## src/design/fsr_pkg.sv

```systemverilog
package fsr_pkg;

	// Serial opcodes understood by this block
	localparam logic [7:0] OP_READ2_A   = 8'h09;
	localparam logic [7:0] OP_READ2_B   = 8'h35;
	localparam logic [7:0] OP_READ3_A   = 8'h95;
	localparam logic [7:0] OP_READ3_B   = 8'h15;
	localparam logic [7:0] OP_WRITE2    = 8'h31;
	localparam logic [7:0] OP_WRITE3_A  = 8'hc0;
	localparam logic [7:0] OP_WRITE3_B  = 8'h11;
	localparam logic [7:0] OP_WREN      = 8'h06;
	localparam logic [7:0] OP_WRDI      = 8'h04;
	localparam logic [7:0] OP_QUAD_READ = 8'heb;
	localparam logic [7:0] OP_QUAD_PERI = 8'h38;

	// Register 2 layout, most significant field first, so a cast gives the byte
	typedef struct packed {
		logic erase_suspended_flag;   // bit 7
		logic protection_complement;  // bit 6
		logic security_lock_a;        // bit 5
		logic security_lock_b;        // bit 4
		logic security_lock_c;        // bit 3
		logic program_suspended_flag; // bit 2
		logic quad_pin_takeover;      // bit 1
		logic write_busy_flag;        // bit 0
	} fsr_sr2_t;

	// Register 3 layout
	typedef struct packed {
		logic       shared_pin_function_select; // bit 7
		logic [1:0] drive_strength;             // bits 6:5
		logic [1:0] wrap_length;                // bits 4:3
		logic       blank_check;                // bit 2
		logic       poweron_address_mode;       // bit 1
		logic       current_address_mode_flag;  // bit 0
	} fsr_sr3_t;

	// Factory defaults; the array ships blank
	localparam fsr_sr2_t SR2_RESET = 8'h00;
	localparam fsr_sr3_t SR3_RESET = 8'h04;

	// Drive strength codes in percent
	localparam logic [6:0] DRIVE_PCT_00 = 7'h43;
	localparam logic [6:0] DRIVE_PCT_01 = 7'h64;
	localparam logic [6:0] DRIVE_PCT_10 = 7'h53;
	localparam logic [6:0] DRIVE_PCT_11 = 7'h32;

	// Shortest wrap burst in bytes; each code step doubles it
	localparam logic [6:0] WRAP_BASE_BYTES = 7'h08;

	// Idle levels of the synchronised pins: sclk, cs_n, mosi, wp_n, hold_n
	// The link clock parks low, as the edge detector assumes, so reset makes no false edge
	localparam logic [4:0] PIN_IDLE = 5'h0b;

	// Serial frame states
	typedef enum logic [2:0] {
		S_IDLE   = 3'b000,
		S_OPCODE = 3'b001,
		S_READ   = 3'b010,
		S_WDATA  = 3'b011,
		S_WDONE  = 3'b100,
		S_OPDONE = 3'b101,
		S_IGNORE = 3'b110
	} fsr_state_t;

endpackage

```

## src/design/fsr_status_regs.sv

```systemverilog
`timescale 1ns/10ps
// Behaviour
// - Opcodes 09h/35h return register two, anytime
// - Register two repeats while select stays low
// - Register two fixed bit positions 7 to 1
// - Register two bit zero mirrors busy flag
// - Erase suspend sets flag, resume clears it
// - Program suspend sets flag, resume clears it
// - Lock bits set once, block sector writes
// - Complement bit defaults zero, feeds protection
// - Quad takeover disables protect and hold pins
// - Quad read and quad entry always accepted
// - Volatile bits clear on i_reset, not on the pin reset
// - Opcodes 95h/15h return register three, repeating
// - Drive field selects 67/100/83/50 percent
// - Wrap field selects 8/16/32/64 bytes
// - Pin select chooses hold or reset input
// - Blank flag clears on programming, set again by reset
// - Power-on mode bit is cleared by reset, so addressing always starts 3-byte
// - Bit zero shows current address mode
// - Opcode 31h plus one byte writes register
module fsr_status_regs
	import fsr_pkg::*;
(
	input  wire logic       i_clk,              // System clock, 125 MHz
	input  wire logic       i_reset,            // Asynchronous reset, active high
	input  wire logic       i_spi_sclk,         // Serial clock pin from host
	input  wire logic       i_spi_cs_n,         // Chip select pin, active low
	input  wire logic       i_spi_mosi,         // Serial data in pin
	input  wire logic       i_wp_n,             // Write protect pin, active low
	input  wire logic       i_hold_reset_n,     // Shared hold/reset pin, active low
	input  wire logic       i_write_busy,       // Program/erase/write cycle running
	input  wire logic       i_erase_suspend,    // Pulse: erase suspended
	input  wire logic       i_erase_resume,     // Pulse: erase resumed
	input  wire logic       i_program_suspend,  // Pulse: program suspended
	input  wire logic       i_program_resume,   // Pulse: program resumed
	input  wire logic       i_byte_programmed,  // Pulse: a byte of the array programmed
	input  wire logic       i_enter_current_address_mode_flag,      // Pulse: switch to 4-byte addressing
	input  wire logic       i_exit_current_address_mode_flag,       // Pulse: switch to 3-byte addressing
	output logic            o_spi_miso,         // Serial data out pin
	output logic            o_spi_miso_oe,      // Data out enable, high while driving
	output logic [7:0]      o_second_status,    // Register two as read
	output logic [7:0]      o_third_status,     // Register three as read
	output logic [2:0]      o_security_lock,    // Locks a, b, c: sector writes blocked
	output logic            o_protection_complement, // Complement for array protection
	output logic            o_write_protect_active,  // Protect pin asserted and honoured
	output logic            o_hold_active,      // Hold asserted and honoured
	output logic            o_pin_reset_active, // Pin reset asserted and honoured
	output logic [6:0]      o_drive_percent,    // Output drive in percent
	output logic [6:0]      o_wrap_bytes,       // Wrap burst length in bytes
	output logic            o_address_current_address_mode_flag,    // Current address mode is 4-byte
	output logic            o_quad_read_start,  // Pulse: quad I/O fast read opcode taken
	output logic            o_quad_mode_entry   // Pulse: quad peripheral entry opcode taken
);

	// Opcode classes, used by the state machine and the write path
	function automatic logic is_read2(input logic [7:0] op);
		return (op == OP_READ2_A) || (op == OP_READ2_B);
	endfunction

	function automatic logic is_read3(input logic [7:0] op);
		return (op == OP_READ3_A) || (op == OP_READ3_B);
	endfunction

	function automatic logic is_write3(input logic [7:0] op);
		return (op == OP_WRITE3_A) || (op == OP_WRITE3_B);
	endfunction

	function automatic logic [6:0] drive_pct(input logic [1:0] code);
		case (code)
			2'h0:    return DRIVE_PCT_00;
			2'h1:    return DRIVE_PCT_01;
			2'h2:    return DRIVE_PCT_10;
			default: return DRIVE_PCT_11;
		endcase
	endfunction

	logic [4:0] pins_s;
	logic       sclk_s;
	logic       cs_n_s;
	logic       mosi_s;
	logic       wp_n_s;
	logic       hold_n_s;
	logic       sclk_prev_q;
	logic       cs_prev_q;
	fsr_state_t state_q;
	fsr_state_t state_d;
	logic [2:0] bit_cnt_q;
	logic [7:0] in_sr_q;
	logic [7:0] op_q;
	logic       sel3_q;
	logic [2:0] out_cnt_q;
	logic [7:0] out_sr_q;
	logic [7:0] out_sr_d;
	logic       miso_d;
	logic       wel_q;
	logic       wel_d;
	logic       mode_init_q;
	fsr_sr2_t   sr2_q;
	fsr_sr2_t   sr2_d;
	fsr_sr3_t   sr3_q;
	fsr_sr3_t   sr3_d;

	// Pins are foreign to i_clk; the serial clock is only sampled, never used as a clock
	fsr_sync #(
		.W    (5),
		.INIT (PIN_IDLE)
	) u_sync (
		.i_clk   (i_clk),
		.i_reset (i_reset),
		.i_async ({i_spi_sclk, i_spi_cs_n, i_spi_mosi, i_wp_n, i_hold_reset_n}),
		.o_sync  (pins_s)
	);

	assign sclk_s   = pins_s[4];
	assign cs_n_s   = pins_s[3];
	assign mosi_s   = pins_s[2];
	assign wp_n_s   = pins_s[1];
	assign hold_n_s = pins_s[0];

	// Edge finding on the synchronised link clock and select
	wire       sclk_rise = sclk_s & ~sclk_prev_q;
	wire       sclk_fall = ~sclk_s & sclk_prev_q;
	wire       cs_rise   = cs_n_s & ~cs_prev_q;
	wire       byte_end  = sclk_rise && (bit_cnt_q == 3'h7);
	wire [7:0] in_next   = {in_sr_q[6:0], mosi_s};
	wire       op_end    = byte_end && (state_q == S_OPCODE);

	// A write lands only after exactly one data byte, latch set, no cycle running
	wire       wr_commit = cs_rise && (state_q == S_WDONE) && wel_q && !i_write_busy;
	wire       wr_sr2    = wr_commit && (op_q == OP_WRITE2);
	wire       wr_sr3    = wr_commit && is_write3(op_q);
	wire       op_only   = cs_rise && (state_q == S_OPDONE);

	// Bytes as the host sees them; bit zero of register two is the live busy flag
	wire [7:0] sr2_view  = {sr2_q[7:1], i_write_busy};
	wire [7:0] sr3_view  = sr3_q;
	wire [7:0] read_byte = sel3_q ? sr3_view : sr2_view;

	always_ff @(posedge i_clk or posedge i_reset) begin
		if (i_reset) begin
			sclk_prev_q <= 1'b0;
			cs_prev_q   <= 1'b1;
		end else begin
			sclk_prev_q <= sclk_s;
			cs_prev_q   <= cs_n_s;
		end
	end

	// Frame sequencing; a raised select always ends the frame
	always_comb begin
		state_d = state_q;
		if (cs_n_s) begin
			state_d = S_IDLE;
		end else begin
			case (state_q)
				S_IDLE: begin
					state_d = S_OPCODE;
				end
				S_OPCODE: begin
					if (byte_end) begin
						if (is_read2(in_next) || is_read3(in_next)) begin
							state_d = S_READ;
						end else if ((in_next == OP_WRITE2) || is_write3(in_next)) begin
							state_d = S_WDATA;
						end else begin
							state_d = S_OPDONE;
						end
					end
				end
				S_WDATA: begin
					if (byte_end) begin
						state_d = S_WDONE;
					end
				end
				S_WDONE, S_OPDONE: begin
					// Extra bits void the command
					if (sclk_rise) begin
						state_d = S_IGNORE;
					end
				end
				default: begin
					state_d = state_q;
				end
			endcase
		end
	end

	always_ff @(posedge i_clk or posedge i_reset) begin
		if (i_reset) begin
			state_q <= S_IDLE;
		end else begin
			state_q <= state_d;
		end
	end

	// Serial input: MSB first, sampled on the rising link edge
	always_ff @(posedge i_clk or posedge i_reset) begin
		if (i_reset) begin
			bit_cnt_q <= 3'h0;
			in_sr_q   <= 8'h00;
		end else if (cs_n_s) begin
			bit_cnt_q <= 3'h0;
		end else if (sclk_rise) begin
			bit_cnt_q <= bit_cnt_q + 3'h1;
			in_sr_q   <= in_next;
		end
	end

	// Opcode and register selection held for the rest of the frame
	always_ff @(posedge i_clk or posedge i_reset) begin
		if (i_reset) begin
			op_q   <= 8'h00;
			sel3_q <= 1'b0;
		end else if (op_end) begin
			op_q   <= in_next;
			sel3_q <= is_read3(in_next);
		end
	end

	// Serial output: a fresh snapshot at every byte start, so polling sees changes
	always_comb begin
		out_sr_d = out_sr_q;
		miso_d   = o_spi_miso;
		if ((state_q == S_READ) && sclk_fall) begin
			if (out_cnt_q == 3'h0) begin
				miso_d   = read_byte[7];
				out_sr_d = {read_byte[6:0], 1'b0};
			end else begin
				miso_d   = out_sr_q[7];
				out_sr_d = {out_sr_q[6:0], 1'b0};
			end
		end
	end

	always_ff @(posedge i_clk or posedge i_reset) begin
		if (i_reset) begin
			out_cnt_q     <= 3'h0;
			out_sr_q      <= 8'h00;
			o_spi_miso    <= 1'b0;
			o_spi_miso_oe <= 1'b0;
		end else begin
			out_cnt_q     <= cs_n_s ? 3'h0 : ((state_q == S_READ) && sclk_fall) ?
				out_cnt_q + 3'h1 : out_cnt_q;
			out_sr_q      <= out_sr_d;
			o_spi_miso    <= miso_d;
			o_spi_miso_oe <= (state_d == S_READ);
		end
	end

	// Write latch: set by a bare enable frame, dropped by disable or a landed write
	always_comb begin
		wel_d = wel_q;
		if (op_only && (op_q == OP_WREN)) begin
			wel_d = 1'b1;
		end else if ((op_only && (op_q == OP_WRDI)) || wr_commit) begin
			wel_d = 1'b0;
		end
	end

	always_ff @(posedge i_clk or posedge i_reset) begin
		if (i_reset) begin
			wel_q <= 1'b0;
		end else begin
			wel_q <= wel_d;
		end
	end

	// Register two: suspend flags set by events, set beats a clearing resume
	always_comb begin
		sr2_d = sr2_q;
		sr2_d.erase_suspended_flag   = i_erase_suspend |
			(sr2_q.erase_suspended_flag & ~i_erase_resume);
		sr2_d.program_suspended_flag = i_program_suspend |
			(sr2_q.program_suspended_flag & ~i_program_resume);
		sr2_d.write_busy_flag        = 1'b0;
		if (wr_sr2) begin
			sr2_d.protection_complement = in_sr_q[6];
			sr2_d.quad_pin_takeover     = in_sr_q[1];
			// One-time locks: a written 1 sticks, a written 0 changes nothing
			sr2_d.security_lock_a = sr2_q.security_lock_a | in_sr_q[5];
			sr2_d.security_lock_b = sr2_q.security_lock_b | in_sr_q[4];
			sr2_d.security_lock_c = sr2_q.security_lock_c | in_sr_q[3];
		end
	end

	// Register three: blank flag only ever falls; mode flag follows mode commands
	always_comb begin
		sr3_d = sr3_q;
		if (i_byte_programmed) begin
			sr3_d.blank_check = 1'b0;
		end
		if (!mode_init_q) begin
			sr3_d.current_address_mode_flag = sr3_q.poweron_address_mode;
		end else if (i_enter_current_address_mode_flag) begin
			sr3_d.current_address_mode_flag = 1'b1;
		end else if (i_exit_current_address_mode_flag) begin
			sr3_d.current_address_mode_flag = 1'b0;
		end
		if (wr_sr3) begin
			sr3_d.shared_pin_function_select = in_sr_q[7];
			sr3_d.drive_strength             = in_sr_q[6:5];
			sr3_d.wrap_length                = in_sr_q[4:3];
			sr3_d.poweron_address_mode       = in_sr_q[1];
		end
	end

	// Reset brings volatile flags to zero and configuration to factory values
	always_ff @(posedge i_clk or posedge i_reset) begin
		if (i_reset) begin
			sr2_q       <= SR2_RESET;
			sr3_q       <= SR3_RESET;
			mode_init_q <= 1'b0;
		end else begin
			sr2_q       <= sr2_d;
			sr3_q       <= sr3_d;
			mode_init_q <= 1'b1;
		end
	end

	// Pin functions are honoured only while quad takeover is off
	wire pins_owned = ~sr2_q.quad_pin_takeover;
	wire hold_sel   = pins_owned & ~sr3_q.shared_pin_function_select;
	wire rst_sel    = pins_owned & sr3_q.shared_pin_function_select;

	// Quad opcodes are recognised whatever the takeover bit holds
	wire quad_rd = op_end && (in_next == OP_QUAD_READ);
	wire quad_pe = op_end && (in_next == OP_QUAD_PERI);

	// All outputs registered; decoded views lag their source by one cycle
	always_ff @(posedge i_clk or posedge i_reset) begin
		if (i_reset) begin
			o_second_status         <= 8'h00;
			o_third_status          <= 8'h00;
			o_security_lock         <= 3'h0;
			o_protection_complement <= 1'b0;
			o_write_protect_active  <= 1'b0;
			o_hold_active           <= 1'b0;
			o_pin_reset_active      <= 1'b0;
			o_drive_percent         <= 7'h00;
			o_wrap_bytes            <= 7'h00;
			o_address_current_address_mode_flag         <= 1'b0;
			o_quad_read_start       <= 1'b0;
			o_quad_mode_entry       <= 1'b0;
		end else begin
			o_second_status         <= sr2_view;
			o_third_status          <= sr3_view;
			o_security_lock         <= {sr2_q.security_lock_a, sr2_q.security_lock_b,
				sr2_q.security_lock_c};
			o_protection_complement <= sr2_q.protection_complement;
			o_write_protect_active  <= pins_owned & ~wp_n_s;
			o_hold_active           <= hold_sel & ~hold_n_s;
			o_pin_reset_active      <= rst_sel & ~hold_n_s;
			o_drive_percent         <= drive_pct(sr3_q.drive_strength);
			o_wrap_bytes            <= WRAP_BASE_BYTES << sr3_q.wrap_length;
			o_address_current_address_mode_flag         <= sr3_q.current_address_mode_flag;
			o_quad_read_start       <= quad_rd;
			o_quad_mode_entry       <= quad_pe;
		end
	end

endmodule

```

## src/design/fsr_sync.sv

```systemverilog
`timescale 1ns/10ps
module fsr_sync #(
	parameter int           W    = 1,
	parameter logic [W-1:0] INIT = '0
) (
	input  wire logic         i_clk,   // System clock
	input  wire logic         i_reset, // Asynchronous reset, active high
	input  wire logic [W-1:0] i_async, // Levels from outside the clock domain
	output logic      [W-1:0] o_sync   // Levels after two flops
);

	logic [W-1:0] meta_q;

	// Two flops per bit; the first is read only by the second
	genvar g;
	generate
		for (g = 0; g < W; g++) begin : g_bit
			always_ff @(posedge i_clk or posedge i_reset) begin
				if (i_reset) begin
					meta_q[g] <= INIT[g];
					o_sync[g] <= INIT[g];
				end else begin
					meta_q[g] <= i_async[g];
					o_sync[g] <= meta_q[g];
				end
			end
		end
	endgenerate

endmodule

```

## config.mk

```make
export PLATFORM = sky130hd
export DESIGN_NAME = fsr_status_regs
export DESIGN_NICKNAME = d
export VERILOG_FILES = /design/src/design/fsr_pkg.sv /design/src/design/fsr_status_regs.sv /design/src/design/fsr_sync.sv
export SDC_FILE = /design/constraint.sdc
export NUM_CORES = 1
export LEC_CHECK = 0
export ABC_AREA = 1
export BUFFER_PORTS_ARGS = -buffer_cell sky130_fd_sc_hd__clkbuf_2
export CAP_MARGIN = 20
export CORE_MARGIN = 2
export CORE_UTILIZATION = 40
export DETAILED_ROUTE_END_ITERATION = 8
export PLACE_DENSITY = 0.6
export SKIP_LAST_GASP = 1
export SLEW_MARGIN = 10
export SYNTH_ARGS = -nofsm -noshare
export SYNTH_HDL_FRONTEND = slang
export SYNTH_SLANG_ARGS = --single-unit
```

## constraint.sdc

```tcl
create_clock -name i_clk -period 3.8 [get_ports i_clk]
set_clock_uncertainty 0.2 [all_clocks]
set_input_delay 0.19 -clock i_clk [delete_from_list [all_inputs] [get_ports i_clk]]
set_output_delay 0.19 -clock i_clk [all_outputs]
set_load 0.1 [all_outputs]
```

Word level (Yosys, flattened, before mapping)
Cells that the tools add are included.

Flip-flop bits (word level): 105. Input port bits: 15.

Add/subtract/negate cells: 2. Equality and inequality tests: 24. Shift operators: 1. Multiplexer cells: 20. Bitwise gates (word level): 25. Reductions and logical operators: 29.

Operators by type and width (count): $eq A8 B6 Y1 const B (4); $eq A8 B8 Y1 const B (4); $mux W3 (10); $eq A8 B5 Y1 const B (3); $pmux W7 S3 (1); $eq A8 B3 Y1 const B (2); $mux W8 (2); $logic_and A1 B1 Y1 (13); $pmux W3 S4 (1); $and A1 B1 Y1 (10); $not A1 Y1 (10); $eq A3 B2 Y1 const B (3); $eq A3 B3 Y1 const B (3); $eq A8 B4 Y1 const B (1); $logic_or A1 B1 Y1 (7); $shl A4 B2 Y7 const A (1); $add A3 B1 Y3 const B (2); $logic_not A3 Y1 (2); $mux W1 (6); $reduce_bool A2 Y1 (3); $or A1 B1 Y1 (5); $eq A3 B1 Y1 const B (1); $ne A3 B3 Y1 const B (1); $eq A2 B1 Y1 const B (1); 5 further kinds (5).

Longest topological paths before layout
Gate-level depths: netlist (run 1).

Word-level depth: 9. Mapped depth: 13. Gate-level depth less buffers: 12.

Hierarchy
From an unflattened synthesis (run 1), not the netlist that was laid out.

Cell total of the unflattened synthesis: 380. Area, all modules: 3733.6 um^2.

Modules (own cells, without submodules): fsr_status_regs (instances 1, cells an instance 369, area an instance 3472.1 um^2, seq. area each 2129.5 um^2); fsr_sync (instances 1, cells an instance 11, area an instance 261.5 um^2, seq. area each 257.7 um^2).

Worst setup path after synthesis (run 1)
No wires, ideal clock.

Path type: reg2reg. Start point: register u_sync.o_sync[3]. End point: register sr2_q[1] (netlist name). Data arrival time: 1.413 ns. Data required time: 3.478 ns. Setup slack: 2.066 ns. Stages on the path, launching flop included: 8. Period minus slack after synthesis: 1.734 ns. Cell sequence: dfstp_2 > inv_2 > nor2_1 > nand2_1 > nor4_4 > nand2_2 > nand2_1 > o21ai_1.

Cells in the longest elaborated chain, start to end: 5.

RTL lines: start: declaration (line fsr_sync.sv:9) `output logic [W-1:0] o_sync`; start signal: indexed assignment (line fsr_sync.sv:21) `o_sync[g] <= INIT[g];`; start signal: indexed assignment (line fsr_sync.sv:24) `o_sync[g] <= meta_q[g];`; $and A1 B1 Y1 (line fsr_status_regs.sv:124) `wire cs_rise = cs_n_s & ~cs_prev_q;`; $logic_and A1 B1 Y1 (3 in series) (line fsr_status_regs.sv:130) `wire wr_commit = cs_rise && (state_q == S_WDONE) && wel_q && !i_write_busy;`; $logic_and A1 B1 Y1 (line fsr_status_regs.sv:131) `wire wr_sr2 = wr_commit && (op_q == OP_WRITE2);`; end signal: assignment (line fsr_status_regs.sv:315) `sr2_q <= sr2_d;`; end: declaration (line fsr_status_regs.sv:99) `fsr_sr2_t sr2_q;`.

No other way between the ends. A chain may end at the register's enable or synchronous reset.

Final worst setup path (run 1)
Start point: register bit_cnt_q[0]. End point: register o_quad_mode_entry.

Cells in the longest elaborated chain, start to end: 4.

RTL lines: start: declaration (line fsr_status_regs.sv:88) `logic [2:0] bit_cnt_q;`; start signal: assignment (line fsr_status_regs.sv:205) `bit_cnt_q <= bit_cnt_q + 3'h1;`; $eq A3 B3 Y1 (line fsr_status_regs.sv:125) `wire byte_end = sclk_rise && (bit_cnt_q == 3'h7);`; $logic_and A1 B1 Y1 (line fsr_status_regs.sv:125); $logic_and A1 B1 Y1 (line fsr_status_regs.sv:127) `wire op_end = byte_end && (state_q == S_OPCODE);`; $logic_and A1 B1 Y1 (line fsr_status_regs.sv:328) `wire quad_pe = op_end && (in_next == OP_QUAD_PERI);`; net quad_pe (line fsr_status_regs.sv:328); end signal: assignment (line fsr_status_regs.sv:358) `o_quad_mode_entry <= quad_pe;`; end: declaration (line fsr_status_regs.sv:53) `output logic o_quad_mode_entry`.

The timed path passes the listed nets, and every way through them passes these cells.

==> reports/results.ini, run 1 <==
[clock_tree]
ctsHoldBuffers=14
clock_latency_ns=0.36
cts_buffers=9
cts_setup_buffers=0
clockRootBuffer=clkbuf_8
cts_tree=done
clock_sinks=95
cts.path.max_buffers=2
clk_pin_slew_ns=0.10
cts_resized=0
htree_levels=3

[pwr]
power_frac_comb_pct=8.9
peakVddDrop_v=0.000188
power.share.switching_pct=28.0
power_frac_seq_pct=55.5
pwr_density_cell_nw_per_um2=441
clkPwrFrac_pct=35.6
p_leak_nw=2.21
p_int_mw=1.41
p_sw_mw=0.549

[floorplan]
core_area_um2=9150
dieHeight_um=101
rows=35
die_area_um2=10200
initial_core_util_pct=41.0
chipWidth_um=101
io_pins=57

[worst_hold_path]
hp-class=flip-flop to flip-flop
min_delay_path_depth=0

[synth]
synth_top_area_share_pct=58.0
synthCells=382
synth_top_area_cell=dfrtp_1
synthTopCellsByArea=dfrtp_1, nand2_1, dfstp_2
synth.yosys.seq_area_share_pct=63.6
synth_area_per_cell_um2=9.83
yosys.cell_types.count=34
yosysWarnings=0
synth_area_um2=3750
ys_seq_elements=95

[setup_path]
cp_max_fo=18
cp.required_ns=3.84
startpoint_type=flip-flop
critPathArrivalTime_ns=2.18
crit_path_end_kind=flip-flop
critPathKind=flip-flop to flip-flop
reg2reg_depth=6

[detailed_routing]
route.detailed.drc=0
dr_total_vias=2676
drt-vias-per-instance=4.75
post_drt_wl_per_cell_um=12.9
routed_wl_um=7250
detail-route-antenna-nets=0
drtIter0Drc=114
first_pass_iters=4

[placed_design]
io_buffers=52
dp_hpwl_um=5020
place_area_um2=4070
gp_congestion=0.811

[timing]
final_max_slew_viol_count=0
worstMarginPinSlew_ns=0.856
finalHoldViolCount=0
clock.fmax_mhz=468
fin_tns_setup_ns=0
slew_headroom_pct=42.7
setup_viol=0
finalCriticalPeriod_ns=2.13
fin_crit_sh_pct=56.2
rsz0062_at_grt=false

[global_routing]
grt_usage_pct=15.4
overflow=0
grt_pass1_vias=2494
grt_max_degree=84
antenna_found_initial=0
grt_first_pass_wirelength_um=12000

[status]
status=finished clean

[layout]
layout.cells.most_common=dfrtp_1
design_area_um2=4450
most-common-layout-cells=dfrtp_1, nand2_1, clkbuf_2, inv_1, nor2_1
area_growth_syn_to_layout_pct=18.4
n_fill_cell=847
n_antenna_cell=0
drive_above_1_share_pct=19.7
fin_nets=466

[run]
maxCapViolCount=0

logic make-up after synthesis:
kind of cell | count (synthesis) | synth area share (%)
buffers and inverters | 63 | 7.33
AO/OA/AOI/OAI | 59 | 9.20
AND/OR/NAND/NOR | 159 | 18.3
adder cells (fa/ha/maj) | 4 | 1.33
other | 2 | 0.200
flip-flops | 95 | 63.6
worst max-delay path, stage by stage (launching register included):
cell and delay (ns):
dfrtp_1 0.39, ha_1 0.16, ha_1 0.16, nand2_1 0.12, nor3_4 0.50, inv_1 0.21
nor4_1 0.28
power by group through the flow:
stage	sequential (mW)	combinational (mW)	clock, mW
after CTS	1.09	0.175	0.718
after floorplan	1.12	0.109	0
final	1.09	0.175	0.697
after global placement	1.11	0.162	0
after detailed placement	1.11	0.162	0
after global routing	1.09	0.199	0.752
metrics by stage:
step                      total power, mW  setup WS [ns]  util, %  hold WS [ns]  instances
after floorplan                      1.23          0.946        -      -0.00552        385
after global placement               1.27           1.72     44.5        0.0789        532
after detailed placement             1.27           1.75     44.5        0.0793        532
after CTS                            1.98           1.68     48.4         0.162        562
after global routing                 2.05           1.43     48.6         0.170        563
final                                1.96           1.67     48.6         0.161        563
cell type report:
cell class              instances  area [um^2]  share of cell area, %
clock buffers                   9          124                   2.79
clock inverters                 7         90.1                   2.03
inverters                      46          175                   3.94
multi-input cells             227         1100                   24.8
flip-flops and latches         95         2390                   53.7
well taps                     111          139                   3.12
repair buffers                 68          428                   9.63
state kept, by name, indices dropped and copies added (netlist names), 2 cells and up:
register,cells
state_q,3
op_q,8
out_sr_q,7
o_wrap_bytes,4
u_sync.meta_q,5
o_second_status,6
in_sr_q,8
out_cnt_q,3
sr2_q,7
o_drive_percent,6
bit_cnt_q,3
o_security_lock,2
o_third_status,8
sr3_q,8
u_sync.o_sync,5
final timing paths:
path / start / to / slack [ns]
hold / removal: u_sync.meta_q[2] / u_sync.o_sync[2] / 0.16
setup reg to reg: bit_cnt_q[0] / o_quad_mode_entry / 1.67
setup / recovery: bit_cnt_q[0] / o_quad_mode_entry / 1.67
max in group asynchronous: i_reset / out_sr_q[1] / 2.35
min in group asynchronous: i_reset / o_drive_percent[0] / 0.20
hold reg to reg: u_sync.meta_q[2] / u_sync.o_sync[2] / 0.16
routing by layer:
metal / wire (um) / vias up / global-route usage, %
li1: - / 1335 / -
met1: 3460 / 1249 / 20.5
met2: 3260 / 80 / 24.5
met3: 401 / 12 / 3.81
met4: 131 / 0 / 5.37
met5: 0 / - / 0
synth_stat cells:
library cell	count
nand3_1	18
inv_2	3
dfrtp_1	87
o21ai_0	27
o21bai_1	5
nand3_2	1
o211ai_1	1
ha_1	4
buf_2	4
nor2_1	41
nor4_1	2
dfstp_2	8
o21ai_1	4
nor3_4	1
nand4_1	3
buf_1	1
nor2_2	1
nand2_2	2
a21boi_0	1
clkbuf_1	3
nand3b_1	2
a211oi_1	4
nor3_1	4
o21a_1	1
clkinv_1	1
buf_4	9
a22oi_1	2
inv_1	42
a21oi_1	12
conb_1	2
nand2_1	83
o41ai_2	1
nor4_4	1
o41ai_1	1
No activity file was read; power rests on OpenSTA's default activity.
==> run 2, diff against run 1 <==
--- a/config.mk
+++ b/config.mk
@@ -5,13 +5,13 @@
 export SDC_FILE = /design/constraint.sdc
 export NUM_CORES = 1
 export LEC_CHECK = 0
-export ABC_AREA = 1
+export ABC_AREA = 0
 export BUFFER_PORTS_ARGS = -buffer_cell sky130_fd_sc_hd__clkbuf_2
 export CAP_MARGIN = 20
 export CORE_MARGIN = 2
 export CORE_UTILIZATION = 40
 export DETAILED_ROUTE_END_ITERATION = 8
-export PLACE_DENSITY = 0.6
+export PLACE_DENSITY = 0.61
 export SKIP_LAST_GASP = 1
 export SLEW_MARGIN = 10
 export SYNTH_ARGS = -nofsm -noshare
==> constraint.sdc (replaced) <==
create_clock -name i_clk -period 2.2 [get_ports i_clk]
set_clock_uncertainty 0.2 [all_clocks]
set_input_delay 0.11 -clock i_clk [delete_from_list [all_inputs] [get_ports i_clk]]
set_output_delay 0.11 -clock i_clk [all_outputs]
set_load 0.1 [all_outputs]
==> run 2 against run 1 <==
Synthesized area fell by 1.4%; critical path type unchanged; final area rose by 0.14%; worst hold slack got worse by 0.027 ns; first-iteration DRC count fell by 54%; die area fell by 1.4%; clock power rose by 72%; highest routed layer unchanged.
==> reports/results.ini, run 2 <==
[placed_design]
io_buffers=52
gp_congestion=0.820
dp_hpwl_um=4700
post-place-cells=460

[clock_tree]
cts.path.max_buffers=2
clk_pin_slew_ns=0.10
clock_latency_ns=0.36
cts_resized=0
htree_levels=3
cts_tree=done
cts_buffers=9
clockRootBuffer=clkbuf_8
clock_sinks=95

[synth]
yosysMostFrequentCell=dfrtp_1
yosys.cell_types.count=47
synth.yosys.seq_area_share_pct=64.5
synthCells=305
synth_top_area_cell=dfrtp_1
async_reset_ff_share_pct=100
synth_top_area_share_pct=58.8
synth_edf_count=0
synthTopCellsByArea=dfrtp_1, dfstp_2, mux2_2
ys_seq_elements=95
synth_area_um2=3700
synth_common_cells=dfrtp_1, nand2_1, nor2_1, o21ai_0, mux2_2
synth_area_per_cell_um2=12.1
ys_dominant_reg_cell=dfrtp_1
yosysWarnings=0

[global_routing]
antenna_found_initial=0
grt_first_pass_wirelength_um=11700
grt_max_degree=40
overflow=0
grt_pass1_vias=2377
grt_usage_pct=15.1

[setup_path]
startpoint_type=flip-flop
reg2reg_from=bit_cnt_q[0]
startpoint=bit_cnt_q[0]
path_common_cell=ha_1
critPathBufInv=0
cpMaxStageDelayCell=or3_1
critPathTopFamily=simple AND/OR/NAND/NOR gates
critPathArrivalTime_ns=2.13
slowest_delay_ns=0.53
cp_cell_sequence=ha_1 -> ha_1 -> nand4b_2 -> or3_1 -> a31oi_1 -> o21a_1
cp_max_fo=11
critPathKind=flip-flop to flip-flop
crit_path_end_kind=flip-flop
cp.required_ns=2.30

[status]
status=finished clean

[pwr]
peakVddDrop_v=0.000319
pwr_density_cell_nw_per_um2=802
fin_total_pwr_mw=3.57
p_leak_nw=2.22

[layout]
most-common-layout-cells=dfrtp_1, clkbuf_2, nand2_1, nor2_1, o21ai_0
utilization_pct=48.9
area_growth_syn_to_layout_pct=20.3
fin_nets=393
finalNonFillerCells=490
n_fill_cell=842
n_antenna_cell=0
drive_above_1_share_pct=30.1
layout.cells.most_common=dfrtp_1

[timing]
worstMarginPinSlew_ns=0.564
clock.fmax_mhz=493
final_max_slew_viol_count=0
rsz0062_at_grt=false
fin_crit_sh_pct=92.2
setup_viol=0
finalCriticalPeriod_ns=2.03
slew_headroom_pct=62.3
fin_tns_setup_ns=0
finalHoldViolCount=0

[floorplan]
initial_core_util_pct=40.6
die_area_um2=10000
rows=35
core_area_um2=9110
io_pins=57
dieHeight_um=100
chipWidth_um=100

[run]
maxCapViolCount=0

[detailed_routing]
first_pass_iters=4
route.detailed.drc=0
dr_total_vias=2379
drtIter0Drc=52
routed_wl_um=6890
detail-route-antenna-nets=0
drt-vias-per-instance=4.86
post_drt_wl_per_cell_um=14.1

[worst_hold_path]
hp-class=primary input to async pin

==> run 2: changes by cell type in the layout (fill, tap and decap cells not counted), moves of 6 or more <==
cell / previous run / this run
buf_4: 1 / 11
nor2b_1: 0 / 8
nand2_1: 83 / 46
mux2i_1: 0 / 10
inv_1: 41 / 9
mux2_2: 0 / 17
nand3_1: 18 / 5
nor2_1: 41 / 18
a21oi_1: 12 / 2
o21ai_0: 27 / 18
a21o_1: 0 / 6
==> run 2: cell type report <==
type / count / area (um^2) / share of cell area [%]
well taps: 111 / 139 / 3.12
flip-flops and latches: 95 / 2390 / 53.6
repair buffers: 79 / 523 / 11.7
inverters: 10 / 41.3 / 0.927
multi-input cells: 179 / 1150 / 25.8
clock buffers: 10 / 138 / 3.09
clock inverters: 6 / 75.1 / 1.69
==> run 2: cell families (layout without fill, tap and decap cells) <==
family | after synthesis | after routing | share of synthesized area [%]
xor+xnor | 3 | 3 | 0.710
compound gates | 37 | 37 | 6.26
fa+ha+maj | 4 | 4 | 1.35
flops | 95 | 95 | 64.5
simple gates | 103 | 103 | 14.3
buf+inv | 34 | 105 | 4.73
other cells | 2 | 5 | 0.203
mux | 27 | 27 | 7.88
==> run 2: report_power, final <==
part           leakage (nW)  internal [mW]  switching, mW
combinational         0.889          0.173          0.256
clock                 0.105          0.574          0.628
sequential             1.22           1.83          0.105
total                  2.22           2.58          0.990
==> run 2: worst register-to-register path, cell delays in order (launching register included) <==
cell and delay [ns]:
dfrtp_1 0.38, ha_1 0.17, ha_1 0.17, nand4b_2 0.19, or3_1 0.53, a31oi_1 0.19, o21a_1 0.14
==> run 2: worst paths after layout <==
kind	to	slack [ns]	depth (start not counted)
hold / removal	o_wrap_bytes[6]	0.13	3
setup reg to reg	state_q[1]	0.17	6
max in group asynchronous	u_sync.meta_q[3]	1.03	4
setup / recovery	state_q[1]	0.17	6
min in group i_clk	u_sync.o_sync[4]	0.16	0
hold reg to reg	u_sync.o_sync[4]	0.16	0
==> run 2: through the flow <==
step	hold WS, ns	cell area [um^2]	worst slack [ns]
CTS	0.153	4450	0.150
global route	0.165	4450	0.0164
floorplan	-0.0855	3710	0.320
global placement	-0.0194	4100	0.260
finish	0.133	4450	0.171
detailed placement	-0.00645	4100	0.173
==> run 2: repair_timing <==
action | 4_1_cts | 5_1_grt
hold buffers | 14 | 0
buffers inserted | 0 | 0
endpoints found under the setup margin | 0 | 0
hold endpoints to repair | 52 | 0
==> run 2: metal layers <==
layer / GRT usage, % / wire [um] / up-vias / share of wire, %
met5: 0 / 0 / - / 0
met1: 19.7 / 3200 / 1153 / 46
li1: - / - / 1149 / -
met2: 23.7 / 3250 / 64 / 47
met4: 6.43 / 153 / 0 / 2.2
met3: 4.04 / 292 / 13 / 4.2
==> run 3, diff against run 2 <==
--- a/config.mk
+++ b/config.mk
@@ -5,13 +5,12 @@
 export SDC_FILE = /design/constraint.sdc
 export NUM_CORES = 1
 export LEC_CHECK = 0
-export ABC_AREA = 0
+export ABC_AREA = 1
 export BUFFER_PORTS_ARGS = -buffer_cell sky130_fd_sc_hd__clkbuf_2
 export CAP_MARGIN = 20
-export CORE_MARGIN = 2
-export CORE_UTILIZATION = 40
+export CORE_UTILIZATION = 50
 export DETAILED_ROUTE_END_ITERATION = 8
-export PLACE_DENSITY = 0.61
+export PLACE_DENSITY = 0.72
 export SKIP_LAST_GASP = 1
 export SLEW_MARGIN = 10
 export SYNTH_ARGS = -nofsm -noshare
==> run 3 against run 2 <==
First-iteration DRC count grew 90%; power is 3.5% lower; combinational power decreased by 29%; final cell count rose by 14%; worst hold slack better by 0.024 ns; global-route usage rose by 4.6 points; clock power rose by 6%; non-clock buffer count fell by 5; routed wire length shrank 0.58%; largest cell class unchanged.
==> reports/results.ini, run 3 (synthesis gave the netlist of run 1 again) <==
[clock_tree]
cts_tree=done
htree_levels=3
clock_sinks=95
clockRootBuffer=clkbuf_8
cts_resized=0
cts.path.max_buffers=2
clk_pin_slew_ns=0.09
cts_buffers=9
clock_latency_ns=0.36

[global_routing]
antenna_found_initial=0
grt_max_degree=35
overflow=0
grt_usage_pct=19.6
grt_first_pass_wirelength_um=11400
grt_pass1_vias=2451

[floorplan]
io_pins=57
dieHeight_um=88.6
initial_core_util_pct=51.8
rows=31
die_area_um2=7860
core_area_um2=7250
chipWidth_um=88.6

[detailed_routing]
first_pass_iters=5
drt-vias-per-instance=4.79
detail-route-antenna-nets=0
routed_wl_um=6850
route.detailed.drc=0
drtIter0Drc=99
dr_total_vias=2670
post_drt_wl_per_cell_um=12.3

[timing]
setup_viol=0
whs_ns=0.157
finalCriticalPeriod_ns=1.94
final_max_slew_viol_count=0
rsz0062_at_grt=false
fin_crit_sh_pct=88.0
slew_headroom_pct=53.9
postLayoutSetupSlackWorst_ns=0.263
fin_tns_setup_ns=0
finalHoldViolCount=0
worstMarginPinSlew_ns=0.690
clock.fmax_mhz=516

[setup_path]
reg2reg_to=sr3_q[3]
startpoint_type=flip-flop
slowest_delay_ns=0.61
critPathArrivalTime_ns=1.99
rrSetupSlack_ns=0.26
path_common_cell=nand2_1
critPathKind=flip-flop to flip-flop
reg2reg_depth=8
crit_path_end_kind=flip-flop
cpMaxStageDelayCell=dfstp_2
reg2reg_from=u_sync.o_sync[3]
cp.required_ns=2.25
cp_max_fo=9
cp_cell_sequence=inv_2 -> nor2_1 -> nand2_1 -> nor4_4 -> buf_4 -> nand2_2 -> nand2_1 -> nand2_1

[pwr]
fin_total_pwr_mw=3.45
p_int_mw=2.55
p_leak_nw=2.24
power.share.switching_pct=26.1
power_frac_comb_pct=8.8
pwr_density_cell_nw_per_um2=765
p_sw_mw=0.899
power_frac_seq_pct=54.5
clkPwrFrac_pct=36.7
peakVddDrop_v=0.000361

[placed_design]
dp_slack_ns=0.228
post-place-cells=525
io_buffers=52
gp_congestion=0.825
place_area_um2=4120
dp_hpwl_um=4800

[worst_hold_path]
hold_path_startpoint=u_sync.meta_q[2]
hp-class=flip-flop to flip-flop
min_delay_path_depth=0
min_to=u_sync.o_sync[2]

[layout]
finalNonFillerCells=557
design_area_um2=4500
utilization_pct=62.1
fin_nets=472
drive_above_1_share_pct=20.7
n_antenna_cell=0
layout.cells.most_common=dfrtp_1
most-common-layout-cells=dfrtp_1, nand2_1, clkbuf_2, inv_1, nor2_1
area_growth_syn_to_layout_pct=20.0
n_fill_cell=592

[status]
status=finished clean

[run]
maxCapViolCount=0

## run 3: cell types whose count changed in the layout (fill, tap and decap cells not counted), sizes merged, moves of 5 or more
cell    change
a21oi       +9
buf         -5
mux2       -17
nor2b       -8
inv        +35
mux2i      -10
o21ai      +13
nand3      +14
nor2       +24
nand2      +39
a21o        -6
o21bai      +5
## run 3: metal layers
layer	vias to the layer above	share of wire [%]	track usage, %
met3	16	4.8	5.13
met2	81	47	31.0
met5	-	0	0
met1	1224	46	25.2
met4	0	2.6	9.68
li1	1349	-	-
## run 3: critical path: cells and delay by family, from the launching register on
| family | cells | cell delay (ns) |
|---|---|---|
| buf+inv | 2 | 0.31 |
| flops | 1 | 0.61 |
| simple gates | 6 | 0.73 |
## run 3: power groups by stage
stage / sequential (mW) / combinational [mW] / clock, mW
after floorplan: 1.93 / 0.189 / 0
after global placement: 1.91 / 0.282 / 0
after detailed placement: 1.91 / 0.285 / 0
after CTS: 1.88 / 0.307 / 1.30
after global routing: 1.89 / 0.344 / 1.38
final: 1.88 / 0.304 / 1.27
## run 3: worst max-delay path by stage
stage	from	end	cells after the start
finish	u_sync.o_sync[3]	sr3_q[3]	8
global route	u_sync.o_sync[3]	sr3_q[7]	8
CTS	u_sync.o_sync[3]	sr2_q[1]	7
detailed placement	u_sync.o_sync[3]	sr2_q[1]	7
global placement	u_sync.o_sync[3]	sr2_q[6]	7
floorplan	u_sync.o_sync[3]	sr2_q[1]	7
## run 3: final cells by class
cell class	instances	area, um^2	area share [%]
repair buffers	74	485	10.8
well taps	99	124	2.75
flip-flops and latches	95	2390	53.0
clock buffers	9	124	2.75
multi-input cells	227	1100	24.5
inverters	46	176	3.92
clock inverters	7	104	2.31
## run 3: repair_timing
item	in CTS	in global routing
hold buffers	14	0
endpoints found under the setup margin	0	1
buffers inserted	0	2
endpoints found under the hold margin	45	0
